## src/clock_route_regs.svh

```systemverilog
`ifndef CLOCK_ROUTE_REGS_SVH
`define CLOCK_ROUTE_REGS_SVH

// ==========================================================
// register offsets
`define ROUTE_OFFSET      8'h03
`define SPREAD_OFFSET     8'h04

// ==========================================================
// reset values
`define ROUTE_RESET       16'h1801
`define SPREAD_RESET      16'h0000

// ==========================================================
// routing register field positions
`define FRAC_B_INT_MSB    15
`define FRAC_B_INT_LSB    9
`define CHAN_B_SRC_BIT    8
`define DRV_B_COMB_BIT    7
`define DRV_B_OFF_BIT     6
`define DRV_A_OFF_BIT     5
`define CHAN_A_SRC_BIT    4
`define DRV_A_COMB_BIT    3
`define CHAN_A_RATIO_MSB  2
`define CHAN_A_RATIO_LSB  0

// ==========================================================
// spread register field positions
`define SPREAD_RSVD_BIT   15
`define STEP_COUNT_MSB    14
`define STEP_COUNT_LSB    2
`define SPREAD_TYPE_BIT   1
`define SPREAD_EN_BIT     0

// ==========================================================
// timing counts
`define READ_LATENCY      1

`endif

```

## src/clock_route_pkg.sv

```systemverilog
package clock_route_pkg;

    // ==========================================================
    // channel divider ratio codes
    typedef enum logic [2:0] {
        RATIO_OFF = 3'h0,
        RATIO_2   = 3'h1,
        RATIO_4   = 3'h2,
        RATIO_6   = 3'h3,
        RATIO_8   = 3'h4,
        RATIO_10  = 3'h5,
        RATIO_20  = 3'h6,
        RATIO_40  = 3'h7
    } ratio_t;

    // source selection of a channel divider
    typedef enum logic {
        SRC_FRAC_A = 1'b0,
        SRC_FRAC_B = 1'b1
    } source_t;

    // disabled pin behaviour
    typedef enum logic {
        OFF_GROUND   = 1'b0,
        OFF_TRISTATE = 1'b1
    } off_mode_t;

endpackage

```

## src/chan_div_if.sv

```systemverilog
interface chan_div_if;
    import clock_route_pkg::*;
    source_t srcSel;
    ratio_t  ratio;
    logic    tickA;
    logic    tickB;
    logic    divOut;

    // ==========================================================
    // control side and divider side
    modport ctrl (output srcSel, output ratio, output tickA, output tickB, input divOut);
    modport div  (input srcSel, input ratio, input tickA, input tickB, output divOut);
endinterface

```

## src/chan_divider.sv

```systemverilog
module chan_divider
    import clock_route_pkg::*;
#(
    parameter int COUNT_WIDTH = 5
) (
    input wire logic     clock,
    input wire logic     rst,
    chan_div_if.div      port
);

    // ==========================================================
    // elaboration check
    initial begin
        if (COUNT_WIDTH < 5) begin
            $error("COUNT_WIDTH too small for a half period of 20 ticks");
        end
    end

    // half period in source ticks for a ratio code
    function automatic logic [COUNT_WIDTH-1:0] halfTicks(input ratio_t r);
        case (r)
            RATIO_2:  halfTicks = COUNT_WIDTH'(1);
            RATIO_4:  halfTicks = COUNT_WIDTH'(2);
            RATIO_6:  halfTicks = COUNT_WIDTH'(3);
            RATIO_8:  halfTicks = COUNT_WIDTH'(4);
            RATIO_10: halfTicks = COUNT_WIDTH'(5);
            RATIO_20: halfTicks = COUNT_WIDTH'(10);
            RATIO_40: halfTicks = COUNT_WIDTH'(20);
            default:  halfTicks = COUNT_WIDTH'(0);
        endcase
    endfunction

    logic [COUNT_WIDTH-1:0] count;
    logic [COUNT_WIDTH-1:0] next_count;
    logic                   divOut;
    logic                   next_divOut;
    source_t                curSel;
    source_t                next_curSel;
    ratio_t                 curRatio;
    ratio_t                 next_curRatio;
    logic                   tick;

    // ==========================================================
    // divider next state, new settings taken only at a low phase
    always_comb begin
        tick          = (curSel == SRC_FRAC_B) ? port.tickB : port.tickA;
        next_count    = count;
        next_divOut   = divOut;
        next_curSel   = curSel;
        next_curRatio = curRatio;
        if (curRatio == RATIO_OFF) begin
            next_count    = '0;
            next_divOut   = 1'b0;
            next_curSel   = port.srcSel;
            next_curRatio = port.ratio;
        end else if (tick) begin
            if (count == halfTicks(curRatio) - COUNT_WIDTH'(1)) begin
                next_count  = '0;
                next_divOut = ~divOut;
                if (divOut) begin
                    next_curSel   = port.srcSel;
                    next_curRatio = port.ratio;
                end
            end else begin
                next_count = count + COUNT_WIDTH'(1);
            end
        end
    end

    // divider registers
    always_ff @(posedge clock or posedge rst) begin
        if (rst) begin
            count    <= '0;
            divOut   <= 1'b0;
            curSel   <= SRC_FRAC_A;
            curRatio <= RATIO_OFF;
        end else begin
            count    <= next_count;
            divOut   <= next_divOut;
            curSel   <= next_curSel;
            curRatio <= next_curRatio;
        end
    end

    assign port.divOut = divOut;
endmodule

```

## src/clock_route_ssc_config.sv

```systemverilog
// Behaviour
// routing bits 15:9 hold divider-b integer ratio
// bit 8 picks channel b source
// bit 7 routes driver b from combiner
// bit 6 sets driver b disabled pins
// bit 5 sets driver a disabled pins
// bit 4 picks channel a source
// bit 3 routes driver a from combiner
// bits 2:0 set channel a ratio
// software zeroes ratio when using combiner
// spread bits 14:2 hold step count
// bit 1 selects down or center spread
// bit 0 enables spread spectrum, reset zero
// software never writes spread bit 15
// fuse copy loads every field's default; a host write to a register in the same cycle keeps that register instead
// routing register resets to 0x1801
// divider changes produce no runt pulses
`include "clock_route_regs.svh"

module clock_route_ssc_config
    import clock_route_pkg::*;
#(
    parameter int ADDR_WIDTH = 8
) (
    input  wire logic                  clock,
    input  wire logic                  rst,
    input  wire logic [ADDR_WIDTH-1:0] regAddr,
    input  wire logic                  regWrite,
    input  wire logic [15:0]           regWriteData,
    input  wire logic                  regRead,
    output logic      [15:0]           regReadData,
    input  wire logic                  fuseLoad,
    input  wire logic [15:0]           fuseRouting,
    input  wire logic [15:0]           fuseSpread,
    input  wire logic                  fracTickA,
    input  wire logic                  fracTickB,
    input  wire logic                  combinerClock,
    input  wire logic [2:0]            chanBRatio,
    input  wire logic                  outputAEnable,
    input  wire logic                  outputBEnable,
    output logic                       outputATruePin,
    output logic                       outputACompPin,
    output logic                       outputAPinOe,
    output logic                       outputBTruePin,
    output logic                       outputBCompPin,
    output logic                       outputBPinOe,
    output logic      [6:0]            fracDivBInteger,
    output logic      [12:0]           spreadStepCount,
    output logic                       spreadProfileType,
    output logic                       spreadEnable
);

    // ==========================================================
    // elaboration check
    initial begin
        if (ADDR_WIDTH < 3) begin
            $error("ADDR_WIDTH cannot reach the register offsets");
        end
    end

    localparam logic [ADDR_WIDTH-1:0] ROUTE_ADDR  = ADDR_WIDTH'(`ROUTE_OFFSET);
    localparam logic [ADDR_WIDTH-1:0] SPREAD_ADDR = ADDR_WIDTH'(`SPREAD_OFFSET);

    logic [15:0] routing;
    logic [15:0] next_routing;
    logic [14:0] spread;
    logic [14:0] next_spread;
    logic [15:0] next_regReadData;

    // ==========================================================
    // register file next values; a host write wins over a fuse load
    always_comb begin
        next_routing     = routing;
        next_spread      = spread;
        next_regReadData = regReadData;
        if (fuseLoad) begin
            next_routing = fuseRouting;
            next_spread  = fuseSpread[`STEP_COUNT_MSB:0];
        end
        if (regWrite && regAddr == ROUTE_ADDR) begin
            next_routing = regWriteData;
        end
        if (regWrite && regAddr == SPREAD_ADDR) begin
            next_spread = regWriteData[`STEP_COUNT_MSB:0];
        end
        if (regRead) begin
            case (regAddr)
                ROUTE_ADDR:  next_regReadData = routing;
                SPREAD_ADDR: next_regReadData = {1'b0, spread}; // reserved bit reads zero
                default:     next_regReadData = 16'h0000;
            endcase
        end
    end

    // register file
    always_ff @(posedge clock or posedge rst) begin
        if (rst) begin
            routing     <= `ROUTE_RESET;
            spread      <= 15'h0000;
            regReadData <= 16'h0000;
        end else begin
            routing     <= next_routing;
            spread      <= next_spread;
            regReadData <= next_regReadData;
        end
    end

    // ==========================================================
    // configuration outputs straight from the register file
    assign fracDivBInteger   = routing[`FRAC_B_INT_MSB:`FRAC_B_INT_LSB];
    assign spreadStepCount   = spread[`STEP_COUNT_MSB:`STEP_COUNT_LSB];
    assign spreadProfileType = spread[`SPREAD_TYPE_BIT];
    assign spreadEnable      = spread[`SPREAD_EN_BIT];

    // ==========================================================
    // channel dividers and output drivers
    chan_div_if chanPort [2] ();

    logic [1:0] driveEnable;
    logic [1:0] combinerSel;
    logic [1:0] offMode;
    logic [1:0] truePin;
    logic [1:0] next_truePin;
    logic [1:0] compPin;
    logic [1:0] next_compPin;
    logic [1:0] pinOe;
    logic [1:0] next_pinOe;

    assign driveEnable = {outputBEnable, outputAEnable};
    assign combinerSel = {routing[`DRV_B_COMB_BIT], routing[`DRV_A_COMB_BIT]};
    assign offMode     = {routing[`DRV_B_OFF_BIT], routing[`DRV_A_OFF_BIT]};

    // channel divider settings
    assign chanPort[0].srcSel = source_t'(routing[`CHAN_A_SRC_BIT]);
    assign chanPort[0].ratio  = ratio_t'(routing[`CHAN_A_RATIO_MSB:`CHAN_A_RATIO_LSB]);
    assign chanPort[1].srcSel = source_t'(routing[`CHAN_B_SRC_BIT]);
    assign chanPort[1].ratio  = ratio_t'(chanBRatio);

    genvar ch;
    generate
        for (ch = 0; ch < 2; ch++) begin : g_chan
            logic src;

            assign chanPort[ch].tickA = fracTickA;
            assign chanPort[ch].tickB = fracTickB;

            chan_divider #(
                .COUNT_WIDTH (5)
            ) divider (
                .clock (clock),
                .rst   (rst),
                .port  (chanPort[ch])
            );

            // driver pin next values
            always_comb begin
                src = combinerSel[ch] ? combinerClock : chanPort[ch].divOut;
                if (driveEnable[ch]) begin
                    next_truePin[ch] = src;
                    next_compPin[ch] = ~src;
                    next_pinOe[ch]   = 1'b1;
                end else begin
                    next_truePin[ch] = 1'b0;
                    next_compPin[ch] = 1'b0;
                    next_pinOe[ch]   = (offMode[ch] == OFF_GROUND);
                end
            end

            // driver pin registers
            always_ff @(posedge clock or posedge rst) begin
                if (rst) begin
                    truePin[ch] <= 1'b0;
                    compPin[ch] <= 1'b0;
                    pinOe[ch]   <= 1'b1;
                end else begin
                    truePin[ch] <= next_truePin[ch];
                    compPin[ch] <= next_compPin[ch];
                    pinOe[ch]   <= next_pinOe[ch];
                end
            end
        end
    endgenerate

    assign outputATruePin = truePin[0];
    assign outputACompPin = compPin[0];
    assign outputAPinOe   = pinOe[0];
    assign outputBTruePin = truePin[1];
    assign outputBCompPin = compPin[1];
    assign outputBPinOe   = pinOe[1];
endmodule

```

## config.mk

```make
export PLATFORM = sky130hd
export DESIGN_NAME = clock_route_ssc_config
export DESIGN_NICKNAME = d
export VERILOG_FILES = /design/src/clock_route_pkg.sv /design/src/chan_div_if.sv /design/src/chan_divider.sv /design/src/clock_route_ssc_config.sv
export VERILOG_INCLUDE_DIRS = /design/src
export SDC_FILE = /design/constraint.sdc
export NUM_CORES = 1
export LEC_CHECK = 0
export BUFFER_PORTS_ARGS = -buffer_cell sky130_fd_sc_hd__buf_2
export CAP_MARGIN = 25
export CORE_MARGIN = 1.5
export CORE_UTILIZATION = 53
export CTS_BUF_LIST = sky130_fd_sc_hd__clkbuf_8
export DETAILED_ROUTE_END_ITERATION = 16
export PLACE_DENSITY = 0.82
export SLEW_MARGIN = 10
export SYNTH_ARGS = -nofsm -noshare
export SYNTH_HDL_FRONTEND = slang
export SYNTH_SLANG_ARGS = --single-unit
```

## constraint.sdc

```tcl
create_clock -name clock -period 3.15 [get_ports clock]
set_clock_uncertainty 0.1 [all_clocks]
set_input_delay 0.4725 -clock clock [delete_from_list [all_inputs] [get_ports clock]]
set_output_delay 0.4725 -clock clock [all_outputs]
set_load 0.005 [all_outputs]
```

Word level (Yosys, flattened, before mapping)

Index checks and enable logic that the tools add are counted.

Register bits: 73
Input bits: 69
Logic and storage cells: 110
Output and inout port bits: 44

Equality and inequality tests: 18
Reductions and logical operators: 16
Bitwise logic cells: 6
Muxes and demuxes: 49
Add/sub/neg operators: 4

Operators by type and width:

| operator              | count |
|---|---|
| $pmux W5 S7           | 2 |
| $mux W5               | 10 |
| $mux W16              | 2 |
| $pmux W16 S2          | 1 |
| $mux W15              | 2 |
| $eq A3 B3 Y1 const B  | 8 |
| $mux W1               | 24 |
| $mux W3               | 8 |
| $reduce_bool A2 Y1    | 8 |
| $eq A3 B2 Y1 const B  | 4 |
| $add A5 B1 Y5 const B | 2 |
| $eq A5 B5 Y1          | 2 |
| $sub A5 B1 Y5 const B | 2 |
| $eq A8 B2 Y1 const B  | 1 |
| $eq A8 B3 Y1 const B  | 1 |
| $eq A3 B1 Y1 const B  | 2 |
| $logic_not A3 Y1      | 2 |
| $not A1 Y1            | 6 |
| $reduce_and A3 Y1     | 2 |
| $reduce_and A2 Y1     | 2 |
| $logic_and A1 B1 Y1   | 2 |

Longest topological paths before layout

Gate-level depths: netlist of the first run.

Depth in word-level cells: 9
Gate-level depth with buffers: 9
Mapped depth without buffers: 8

Modules after synthesis

Synthesis of the first run repeated with hierarchy kept, for this count alone.

Cell total of the unflattened synthesis: 310
Area, all modules: 3,995.1 um^2

Modules (own cells, without submodules):

| module                 | cells each | seq. area each (um^2) | times used | area each (um^2) |
|---|---|---|---|---|
| clock_route_ssc_config | 180        | 1,332.5               | 1          | 2,626.3 |
| chan_divider           | 65         | 250.2                 | 2          | 684.4 |

Worst setup path before layout of the first run

Ideal clock, no wire load.

Path kind: register to register
From: register g_chan[0].divider.curRatio[2]
To: register g_chan[0].divider.divOut
Period minus slack after synthesis: 2.512 ns
Library setup time: 0.125 ns
Path buffers: 1
Path slack: 0.638 ns
Required time: 2.925 ns
Cell stages (with the launch flop): 10
Arrival time: 2.287 ns
Cells stage by stage: dfrtp_1 -> buf_2 -> a21boi_2 -> inv_1 -> ha_1 -> xnor2_1 -> and3_4 -> or4_4 -> nor3_4 -> mux2_4

Word-level cells in the longest chain between the ends: 8
Elaborated cells between the ends (all ways): 17
Those cells by class: 1 x add/sub; 8 x eq/ne; 4 x mux; 4 x reduce/logical

Ends and longest elaborated chain:

| element                              | RTL line           | RTL |
|---|---|---|
| from (decl)                          | chan_divider.sv:39 | `ratio_t curRatio;` |
| from (signal assigned)               | chan_divider.sv:81 | `curRatio <= next_curRatio;` |
| $eq A3 B3 Y1 (tied with other cells) | chan_divider.sv:21 | `case (r)` |
| $pmux W5 S7                          | chan_divider.sv:21 |  |
| $mux W5                              | chan_divider.sv:56 | `end else if (tick) begin` |
| $mux W5                              | chan_divider.sv:51 | `if (curRatio == RATIO_OFF) begin` |
| $sub A5 B1 Y5                        | chan_divider.sv:57 | `if (count == halfTicks(curRatio) - COUNT_WIDTH'(1)) begin` |
| $eq A5 B5 Y1                         | chan_divider.sv:57 |  |
| $reduce_bool A2 Y1 (no line)         | --                 |  |
| $reduce_and A2 Y1 (no line)          | --                 |  |
| to (signal assigned)                 | chan_divider.sv:79 | `divOut <= next_divOut;` |
| to (decl)                            | chan_divider.sv:35 | `logic divOut;` |

Several ways; a longest one is shown, not always the timed one. The select of a mux whose other input is x is not followed.
A chain may end at the register's enable or synchronous reset.

Worst setup path in the final report of the first run

Same ends and word-level chain as after synthesis.

==> results of run 1 <==
## critical path: cells and delay by family (launching register included)
kind / cells / cell delay, ns
and+or+nand+nor: 2 / 0.87
DFF: 1 / 0.49
muxes: 1 / 0.33
AOI/OAI and AO/OA: 2 / 0.29
adders and majority gates: 1 / 0.24
xor gates and xnor gates: 1 / 0.19
buffers and inverters: 1 / 0.06
## layout by cell type, fill, tap and decap left out, drive strengths merged, types with 3 or more instances in the layout
cell	Yosys	routed
dfstp	5	5
clkbuf	13	9
nor3	9	9
nand3	7	7
bufinv	0	3
and3	4	4
nor4	3	3
nand2b	7	7
buf	15	116
inv	5	7
a21oi	52	52
nand4	3	3
o21ai	8	8
mux2	8	8
nand2	17	17
nor2b	4	4
a22o	3	3
and2	3	3
a22oi	15	15
dfrtp	68	68
xnor2	7	7
xor2	4	4
nor2	53	53
mux2i	36	36
ha	4	4
## sequential cells by signal, indices dropped and copies added, names as in the netlist
name / cells
outputATruePin: 1
spread: 15
g_chan.divider.port.divOut: 2
g_chan.divider.count: 10
routing: 16
outputAPinOe: 1
outputACompPin: 1
regReadData: 16
outputBPinOe: 1
g_chan.divider.curRatio: 6
outputBCompPin: 1
g_chan.divider.curSel: 2
outputBTruePin: 1
## final timing paths
path | start | slack, ns | end | cells after the start
setup / recovery | g_chan[0].divider.curRatio[2] | 0.47 | g_chan[0].divider.port.divOut | 8
hold / removal | outputBEnable | 0.23 | outputBPinOe | 2
setup reg to reg | g_chan[0].divider.curRatio[2] | 0.47 | g_chan[0].divider.port.divOut | 8
hold reg to reg | routing[6] | 0.34 | outputBPinOe | 1
max in group asynchronous | rst | 1.86 | routing[12] | 4
min in group asynchronous | rst | 0.45 | g_chan[1].divider.count[2] | 3
## where the power goes
| part | switching (uW) | total (uW) | internal, uW |
|---|---|---|---|
| clock | 377 | 912 | 535 |
| sequential | 257 | 1380 | 1130 |
| combinational | 580 | 1160 | 584 |
| total | 1210 | 3460 | 2240 |
## cell families after synthesis
kind of cell / after synthesis / synth area share [%]
AOI/OAI and AO/OA: 93 / 14.9
xor gates and xnor gates: 11 / 2.56
adders and majority gates: 4 / 1.33
buffers and inverters: 33 / 4.39
DFF: 73 / 48.7
muxes: 44 / 12.1
and+or+nand+nor: 119 / 16.1
## through the flow
| step | cells | total power, uW | hold slack [ns] | instance area (sq um) | util (%) |
|---|---|---|---|---|---|
| finish | 578 | 3460 | 0.226 | 4610 | 67.4 |
| floorplan | 377 | 2270 | 0.300 | 3770 | - |
| global placement | 561 | 2470 | 0.275 | 4350 | 63.6 |
| detailed placement | 561 | 2550 | 0.281 | 4350 | 63.6 |
| global route | 578 | 3690 | 0.232 | 4610 | 67.4 |
| CTS | 578 | 3470 | 0.217 | 4610 | 67.4 |
## timing repair
action / 4_1_cts / 5_1_grt
resized for setup: 0 / 0
hold buffers: 1 / 0
endpoints found under the hold margin: 6 / 0
setup buffers: 0 / 0
## layer usage
layer  track usage, %  vias to the layer above
met5                0                        -
met4             8.95                        0
met3             7.11                       14
met2             38.7                      102
met1             31.9                     1559
li1                 -                     1533
## layout make-up
type / count / area (sq um)
fill: 549 / 2230
sequential: 73 / 1830
multi-input combinational: 271 / 1770
timing repair buffer: 117 / 616
clock inverter: 7 / 126
clock buffer: 9 / 124
tap: 96 / 120
inverter: 5 / 18.8
==> results.md, run 1 <==
- Transition time of the tightest slew-check pin: approximately 0.94 ns
- Max VDD drop: between 300 and 400 uV
- Initial DRC Count: 175
- 1st-pass router iterations: 4
- Top-count cell post-synth: dfrtp_1
- Seq/Total Area, Yosys: 48.7%
- Status: completed
- Starting Density: a little under three fifths
- CP max stage delay: 0.56 ns
- Post-synthesis instance total: between 300 and 400
- Routed WL: 8830 microns
- Top-Level Pins: 113
- Vias per cell: 5.55
- Clock latency on the worst-skew pair: 0.35 ns
- WL met1: 3900 microns
- Synth-to-Final Area Change: 22.3%
- Rows: 30
- Largest net degree at the start of global routing: 68
- First-pass GRT wire length: between 10,000 and 15,000 microns
- Max Buffers Root-to-Sink: 2
- Core area: 6830 sq um
- Slew Limit Headroom: a little under two fifths
- H-tree levels: 3
- F_max: 373 MHz
- Die area: between 7000 and 8000 sq um
- Tot GR Track Use: 24.4%
- Routed via count: 3,208
- CTS Buf Count: 9
- DRC errors left: 0
- Post-synth EDFFs: 0
- Crit path max-delay cell type: or4_4
- Die width: slightly below 90 microns
- Synth top area share: 45.2%
- Top area cells in the synthesized netlist: dfrtp_1 (45%), mux2i_1 (9.6%), a21oi_1 (6.9%)
- Worst EP arrival: 2.82 ns
- Sinks on the clock net: 73
- Crit path required time: about 3.3 ns
- Ys async rst share: 100%
- Place WS: 0.517 ns
- Distinct cells, synth: between 40 and 50
- Clk root buf: clkbuf_8
- DP HPWL: 6210 microns
- Worst hold-check path type: in -> reg
- N_diodes: 0
- Hold Violations, Final: 0
- Min Clock Period, post-route: 2.68 ns
- PortBufs: approximately 110
- WS Path Type: reg -> reg
- Met3 WL: 542 microns
- Yosys top cell by area: dfrtp_1
- Final Max Tran Viols: 0
- Length of routed met2 wiring: approximately 4300 microns
- Placer Congestion: approximately 0.80
- Ys Warns: 0
- Top sig layer: met4
- Post-synth top flop: dfrtp_1
- Vias in the first global route: 3,034
- Remaining antenna violation count: 0
- CTS tree: yes
- Crit. End Element: register
- Leakage Power: roughly 0.0022 uW
- Pwr dens: 751 nW/um^2
- Max-cap violation count: 0
- Nets: 550
- Synth Net Count: 450
- Final worst path period share: 85.1%
- Routed len/inst: 15.3 microns
- Sum of negative setup slack: 0 ns
- Setup crit start kind: register
- Flops & latches, synth: 73
- Post-Syn Area: 3770 sq um
- Share of cells above drive strength 1: 32.2%
- Residual overflow from global routing: 0
- Max FO, Critical Path: 9
- Clk slew on worst S/H paths: roughly 0.080 ns
- Die Y-Extent: between 80 and 90 microns
- Final setup fails: 0
- Commonest cells post-synth: dfrtp_1 (68), nor2_1 (53), a21oi_1 (52), mux2i_1 (36), nand2_1 (17)
- Initial antenna violation count: 0
- Syn_area_per_cell: 9.99 sq um
- Crit-path cells: a21boi_2 -> inv_1 -> ha_1 -> xnor2_1 -> a21oi_1 -> or4_4 -> nor3_4 -> mux2_4
- Unrepaired setup endpoints after global routing: no
- Setup slack after layout: 0.469 ns
Note: power is estimated with default switching activity, not from simulation.
==> run 2: changes to the inputs <==
RECOVER_POWER = 25   (was not set)
==> run 2 against run 1 <==
  * The run now ends with max-capacitance violations, max-slew violations left
  * Sequential power about the same
  * Hold slack about the same
  * Combinational power about the same
  * Via count down 0.47%
  * Clock-buffer cell count unchanged
  * Fmax about the same
  * Critical path type unchanged
==> results.md, run 2 (same netlist as run 1, synthesis figures left out) <==
- Design area: 4590 sq um (-0.33%)
- Worst Hold Launch: outputBEnable
- WL met1: 3770 microns (-3.3%)
- Tot GR Track Use: 24.4% (unchanged)
- WS Path Type: reg -> reg
- Clock latency on the worst-skew pair: 0.35 ns (about the same)
- Core area: 6830 sq um (unchanged)
- Sinks on the clock net: 73 (unchanged)
- Commonest non-fill, non-tap cell in the layout: buf_2
- Setup slack after layout: 0.466 ns (-0.00224 ns)
- Vias per cell: 5.52 (-0.47%)
- Top-Level Pins: 113 (unchanged)
- Place WS: 0.517 ns (unchanged)
- Final Max Tran Viols: 68 (+68)
- Commonest non-fill, non-tap cells in the layout: buf_2 (111), dfrtp_1 (68), nor2_1 (53)
- Slew Limit Headroom: -6.17% (-44 points)
- 1st-pass router iterations: 4 (unchanged)
- Final worst path period share: 85.2% (about the same)
- Area post-placement: 4350 sq um (unchanged)
- Final setup fails: 0 (unchanged)
- Setup crit start kind: register
- DP HPWL: 6210 microns (unchanged)
- Residual overflow from global routing: 0 (unchanged)
- Crit. End Element: register
- R2r setup slk: 0.47 ns (about the same)
- Clk root buf: clkbuf_8
- Routed via count: 3,193 (-0.47%)
- Top sig layer: met4
- Die Y-Extent: 87.3 microns (unchanged)
- Worst r2r dst: g_chan[0].divider.port.divOut
- Max VDD drop: 333 uV (-1.0%)
- Share of cells above drive strength 1: 32.0% (-0.21 points)
- CTS tree: yes
- Initial DRC Count: 161 (-8.0%)
- Initial antenna violation count: 0 (unchanged)
- Routed len/inst: 15.2 microns (-0.75%)
- Max FO, Critical Path: 9 (unchanged)
- Transition time of the tightest slew-check pin: 1.59 ns (+0.655 ns)
- First-pass GRT wire length: 14,400 microns (unchanged)
- Placer Congestion: 0.805 (unchanged)
- F_max: 373 MHz (about the same)
- Die area: 7620 sq um (unchanged)
- Worst-case reg-to-reg path depth: 8 (unchanged)
- Clk slew on worst S/H paths: 0.08 ns (about the same)
- Failing checks: max-capacitance violations, max-slew violations
- N_diodes: 0 (unchanged)
- Post-CTS sizing: 0 (unchanged)
- Max-cap violation count: 1 (+1)
- Unrepaired setup endpoints after global routing: no
- Biggest regs: regReadData: 16 flops, routing: 16 flops, spread: 15 flops
- Worst setup endpoint: g_chan[0].divider.port.divOut
- Met3 WL: 557 microns (+2.8%)
- Largest net degree at the start of global routing: 68 (unchanged)
- Tot Pwr: 3450 uW (-0.14%)
- Hold Violations, Final: 0 (unchanged)
- Pwr dens: 752 nW/um^2 (+0.19%)
- Leakage Power: 0.00219 uW (-0.19%)
- PortBufs: 111 (unchanged)
- Vias in the first global route: 3,034 (unchanged)
- Worst setup path start: g_chan[0].divider.curRatio[2]
- Min Clock Period, post-route: 2.68 ns (+0.00224 ns)
- Remaining antenna violation count: 0 (unchanged)
- Rows: 30 (unchanged)
- Worst EP arrival: 2.82 ns (about the same)
- Length of routed met2 wiring: 4290 microns (+0.68%)
- Sum of negative setup slack: 0 ns (unchanged)
- Status: finished, violations left
- Fill cells: 551 (+0.36%)
- Crit path required time: 3.29 ns (about the same)
- Worst hold-check path type: in -> reg
- Starting Density: 55.1% (unchanged)
- Synth-to-Final Area Change: 21.9%
- CTS Buf Count: 9 (unchanged)
- Worst reg2reg startpoint: g_chan[0].divider.curRatio[2]
- Routed WL: 8770 microns (-0.75%)
- DRC errors left: 0 (unchanged)
- H-tree levels: 3 (unchanged)
- Nets: 550 (unchanged)
- Die width: 87.3 microns (unchanged)
- Max Buffers Root-to-Sink: 2 (unchanged)
## run 2: cell types whose count changed in the layout (fill, tap and decap cells not counted)
cell / before / now
inv_2: 1 / 0
clkbuf_2: 0 / 1
buf_12: 1 / 0
inv_1: 4 / 5
## run 2: worst min path at each step
stage | to | cells after the start
after floorplan | outputAPinOe | 1
after global placement | g_chan[1].divider.count[3] | 2
after detailed placement | g_chan[1].divider.count[0] | 2
after CTS | outputBPinOe | 2
after global routing | outputAPinOe | 2
final | outputBPinOe | 2
## run 2: report_power, final
group / switching (uW) / internal, uW / total, uW
Combinational: 578 / 582 / 1160
Sequential: 255 / 1130 / 1380
Clock: 378 / 535 / 913
## run 2: layer usage
metal | track usage [%] | vias to the layer above
met3 | 7.11 | 15
li1 | - | 1533
met2 | 38.7 | 99
met5 | 0 | -
met4 | 8.95 | 0
met1 | 31.9 | 1546
## run 2: area by class of cell
class                           instances  area [sq um]  area share [%]
Timing Repair Buffer                  117           601            13.1
Sequential cell                        73          1830            39.9
Clock inverter                          7           126            2.75
Multi-Input combinational cell        271          1770            38.5
Tap cell                               96           120            2.62
Clock buffer                            9           124            2.70
Inverter                                5          18.8           0.409
## run 2: repair_timing
action / 4_1_cts / 5_1_grt
endpoints found under the setup margin: 0 / 0
hold buffers: 1 / 0
hold endpoints to repair: 6 / 0
setup buffers: 0 / 0
## run 2: critical path, cell delays in order (launching register included)
cell and delay [ns]:
dfrtp_1 0.49, a21boi_2 0.21, inv_1 0.06, ha_1 0.24, xnor2_1 0.19, a21oi_1 0.08
or4_4 0.56, nor3_4 0.31, mux2_4 0.33
## run 2: metrics by stage
step / cells / utilization (%) / hold slack, ns
6_report: 578 / 67.2 / 0.226
5_1_grt: 578 / 67.2 / 0.232
4_1_cts: 578 / 67.4 / 0.217
3_5_place_dp: 561 / 63.6 / 0.281
3_3_place_gp: 561 / 63.6 / 0.275
2_1_floorplan: 377 / - / 0.300
==> run 3: changes to the inputs <==
CELL_PAD_IN_SITES_DETAIL_PLACEMENT = 1   (was not set)
CELL_PAD_IN_SITES_GLOBAL_PLACEMENT = 1   (was not set)
CORE_UTILIZATION = 40   (was 53)
PLACE_DENSITY = not set   (was 0.82)
PLACE_DENSITY_LB_ADDON = 0.1   (was not set)
TNS_END_PERCENT = 100   (was not set)
==> run 3 against run 2 <==
  * The run now ends clean
  * Sequential share of layout area is 0.28 points higher
  * Wire length is 11% higher
  * Register-to-register slack gained 0.02 ns
  * Final cell count increased by 3.3%
  * Utilization fell by 18 points
  * Hold slack better by 0.0094 ns
  * Fmax rose by 0.74%
  * Flip-flop and latch count unchanged
  * Clock power down 29%
  * Total power shrank 7.4%
  * Sequential power is essentially flat
  * Critical endpoint unchanged
==> results.md, run 3 (same netlist as run 1, synthesis figures left out) <==
- Worst r2r dst: g_chan[0].divider.port.divOut
- Switch share: 37.7% (+2.6 points)
- Die width: 100 microns (+15%)
- Routed len/inst: 16.2 microns (+7.0%)
- Synth-to-Final Area Change: 21.0%
- Vias in the first global route: 3,326 (+9.6%)
- Initial antenna violation count: 1 (+1)
- Status: completed
- Residual overflow from global routing: 0 (unchanged)
- Slew Limit Headroom: 2.13% (+8.3 points)
- Routed via count: 3,156 (-1.2%)
- Die area: 10,000 sq um (+31%)
- Hold Path Depth: 2 (unchanged)
- Max FO, Critical Path: 9 (unchanged)
- Comb pwr share: 36.3% (+2.7 points)
- Top-Level Pins: 113 (unchanged)
- Crit path required time: 3.28 ns (about the same)
- Switching power: 1210 uW (-0.50%)
- Commonest non-fill, non-tap cells in the layout: buf_2 (109), dfrtp_1 (68), nor2_1 (53)
- Biggest regs: regReadData: 16 flops, routing: 16 flops, spread: 15 flops
- Crit. End Element: register
- Core area: 9200 sq um (+35%)
- Rows: 35 (+17%)
- Worst hold-check path type: in -> reg
- Share of cells above drive strength 1: 31.7% (-0.26 points)
- N_diodes: 0 (unchanged)
- Largest net degree at the start of global routing: 38 (-44%)
- Hold Violations, Final: 0 (unchanged)
- F_max: 375 MHz (+0.74%)
- Tot GR Track Use: 20.6% (-3.8 points)
- Worst Hold Launch: outputBEnable
- CTS Buf Count: 9 (unchanged)
- Nets: 554 (+0.73%)
- Sinks on the clock net: 73 (unchanged)
- First-pass GRT wire length: 16,100 microns (+12%)
- Worst reg2reg startpoint: g_chan[0].divider.curRatio[1]
- PortBufs: 111 (unchanged)
- Die Y-Extent: 100 microns (+15%)
- Final worst path period share: 84.6% (-0.62 points)
- Worst EP arrival: 2.79 ns (-0.03 ns)
- Routed WL: 9690 microns (+11%)
- Min Clock Period, post-route: 2.66 ns (-0.0197 ns)
- R2r setup slk: 0.49 ns (+0.02 ns)
- Starting Density: 41.0% (-14 points)
- WS Path Type: reg -> reg
- Worst-case reg-to-reg path depth: 8 (unchanged)
- Max VDD drop: 239 uV (-28%)
- Max Buffers Root-to-Sink: 2 (unchanged)
- Clock network power share: 20.3% (-6.1 points)
- Remaining antenna violation count: 0 (unchanged)
- Transition time of the tightest slew-check pin: 1.47 ns (-0.125 ns)
- Unrepaired setup endpoints after global routing: no
- Internal: 1990 uW (-11%)
- Sum of negative setup slack: 0 ns (unchanged)
- Clk slew on worst S/H paths: 0.09 ns (about the same)
- DP Cell Count: 580 (+3.4%)
- Pwr dens: 701 nW/um^2 (-6.8%)
- Post-CTS sizing: 0 (unchanged)
- Setup crit start kind: register
- Vias per cell: 5.29 (-4.3%)
- Placer Congestion: 0.820 (+2.0%)
- 1st-pass router iterations: 4 (unchanged)
- DP HPWL: 7370 microns (+19%)
- Hold EP: outputBPinOe
- CTS tree: yes
- Commonest non-fill, non-tap cell in the layout: buf_2
- Clk root buf: clkbuf_8
- DRC errors left: 0 (unchanged)
- Part of the power in registers: 43.4% (+3.4 points)
- Post-CTS Repair Setup Buffers: 0 (unchanged)
- Max-cap violation count: 0 (-1)
- Final non-filler cell total: 597 (+3.3%)
- Final core utilization: 49.6% (-18 points)
- Initial DRC Count: 102 (-37%)
- Final Max Tran Viols: 0 (-100%)
- H-tree levels: 3 (unchanged)
- Final setup fails: 0 (unchanged)
- Clock latency on the worst-skew pair: 0.35 ns (about the same)
- Leakage Power: 0.00216 uW (-1.4%)
run 3: changes by cell type in the layout (fill, tap and decap cells not counted), sizes merged:
cell and change:
bufinv -3, buf +2, clkbuf +2, clkinv +2, clkinvlp +2, inv -1
run 3: through the flow:
step	instance area [sq um]	hold WS (ns)	total power (uW)	setup WS (ns)
after floorplan	3770	0.300	2270	0.638
final	4560	0.236	3200	0.486
after CTS	4560	0.225	3240	0.481
after global placement	4380	0.305	2510	0.538
after detailed placement	4380	0.306	2580	0.494
after global routing	4560	0.233	3450	0.351
run 3: final cells by class:
class	instances	area, sq um
Clock buffer	9	124
Sequential cell	73	1830
Timing Repair Buffer	121	627
Fill cell	1103	4640
Clock inverter	7	48.8
Inverter	5	18.8
Multi-Input combinational cell	271	1770
Tap cell	111	139
run 3: repair_timing:
action | in CTS | in global routing
endpoints found under the setup margin | 0 | 0
hold buffers | 1 | 0
hold endpoints to repair | 9 | 0
run 3: how the worst max path moves through the flow:
stage / start / slack (ns) / cells after the start / to
floorplan: g_chan[0].divider.curRatio[2] / 0.64 / 9 / g_chan[0].divider.port.divOut
global placement: g_chan[0].divider.curRatio[1] / 0.54 / 8 / g_chan[0].divider.port.divOut
detailed placement: g_chan[0].divider.curRatio[1] / 0.49 / 8 / g_chan[0].divider.port.divOut
CTS: g_chan[0].divider.curRatio[1] / 0.48 / 8 / g_chan[0].divider.port.divOut
global route: g_chan[0].divider.curRatio[1] / 0.35 / 8 / g_chan[0].divider.port.divOut
finish: g_chan[0].divider.curRatio[1] / 0.49 / 8 / g_chan[0].divider.port.divOut
run 3: layer usage:
layer | GRT usage [%] | part of all wire, % | routed length (microns)
met1 | 25.6 | 43 | 4190
met2 | 34.5 | 49 | 4750
met3 | 6.34 | 6.0 | 579
met4 | 6.18 | 1.6 | 151
met5 | 0 | 0.12 | 12
run 3: power by group through the flow:
stage | clock [uW] | sequential (uW) | combinational (uW)
after floorplan | 0 | 1280 | 989
after global placement | 0 | 1390 | 1120
after detailed placement | 0 | 1410 | 1170
after CTS | 673 | 1390 | 1180
after global routing | 706 | 1430 | 1310
final | 648 | 1390 | 1160
run 3: critical path, cell delays in order (launching register included):
cell and delay [ns]:
dfrtp_1 0.50, a21boi_2 0.20, inv_1 0.06, ha_1 0.23, xnor2_1 0.21, a21oi_1 0.09
or4_4 0.56, nor3_4 0.28, mux2_4 0.32
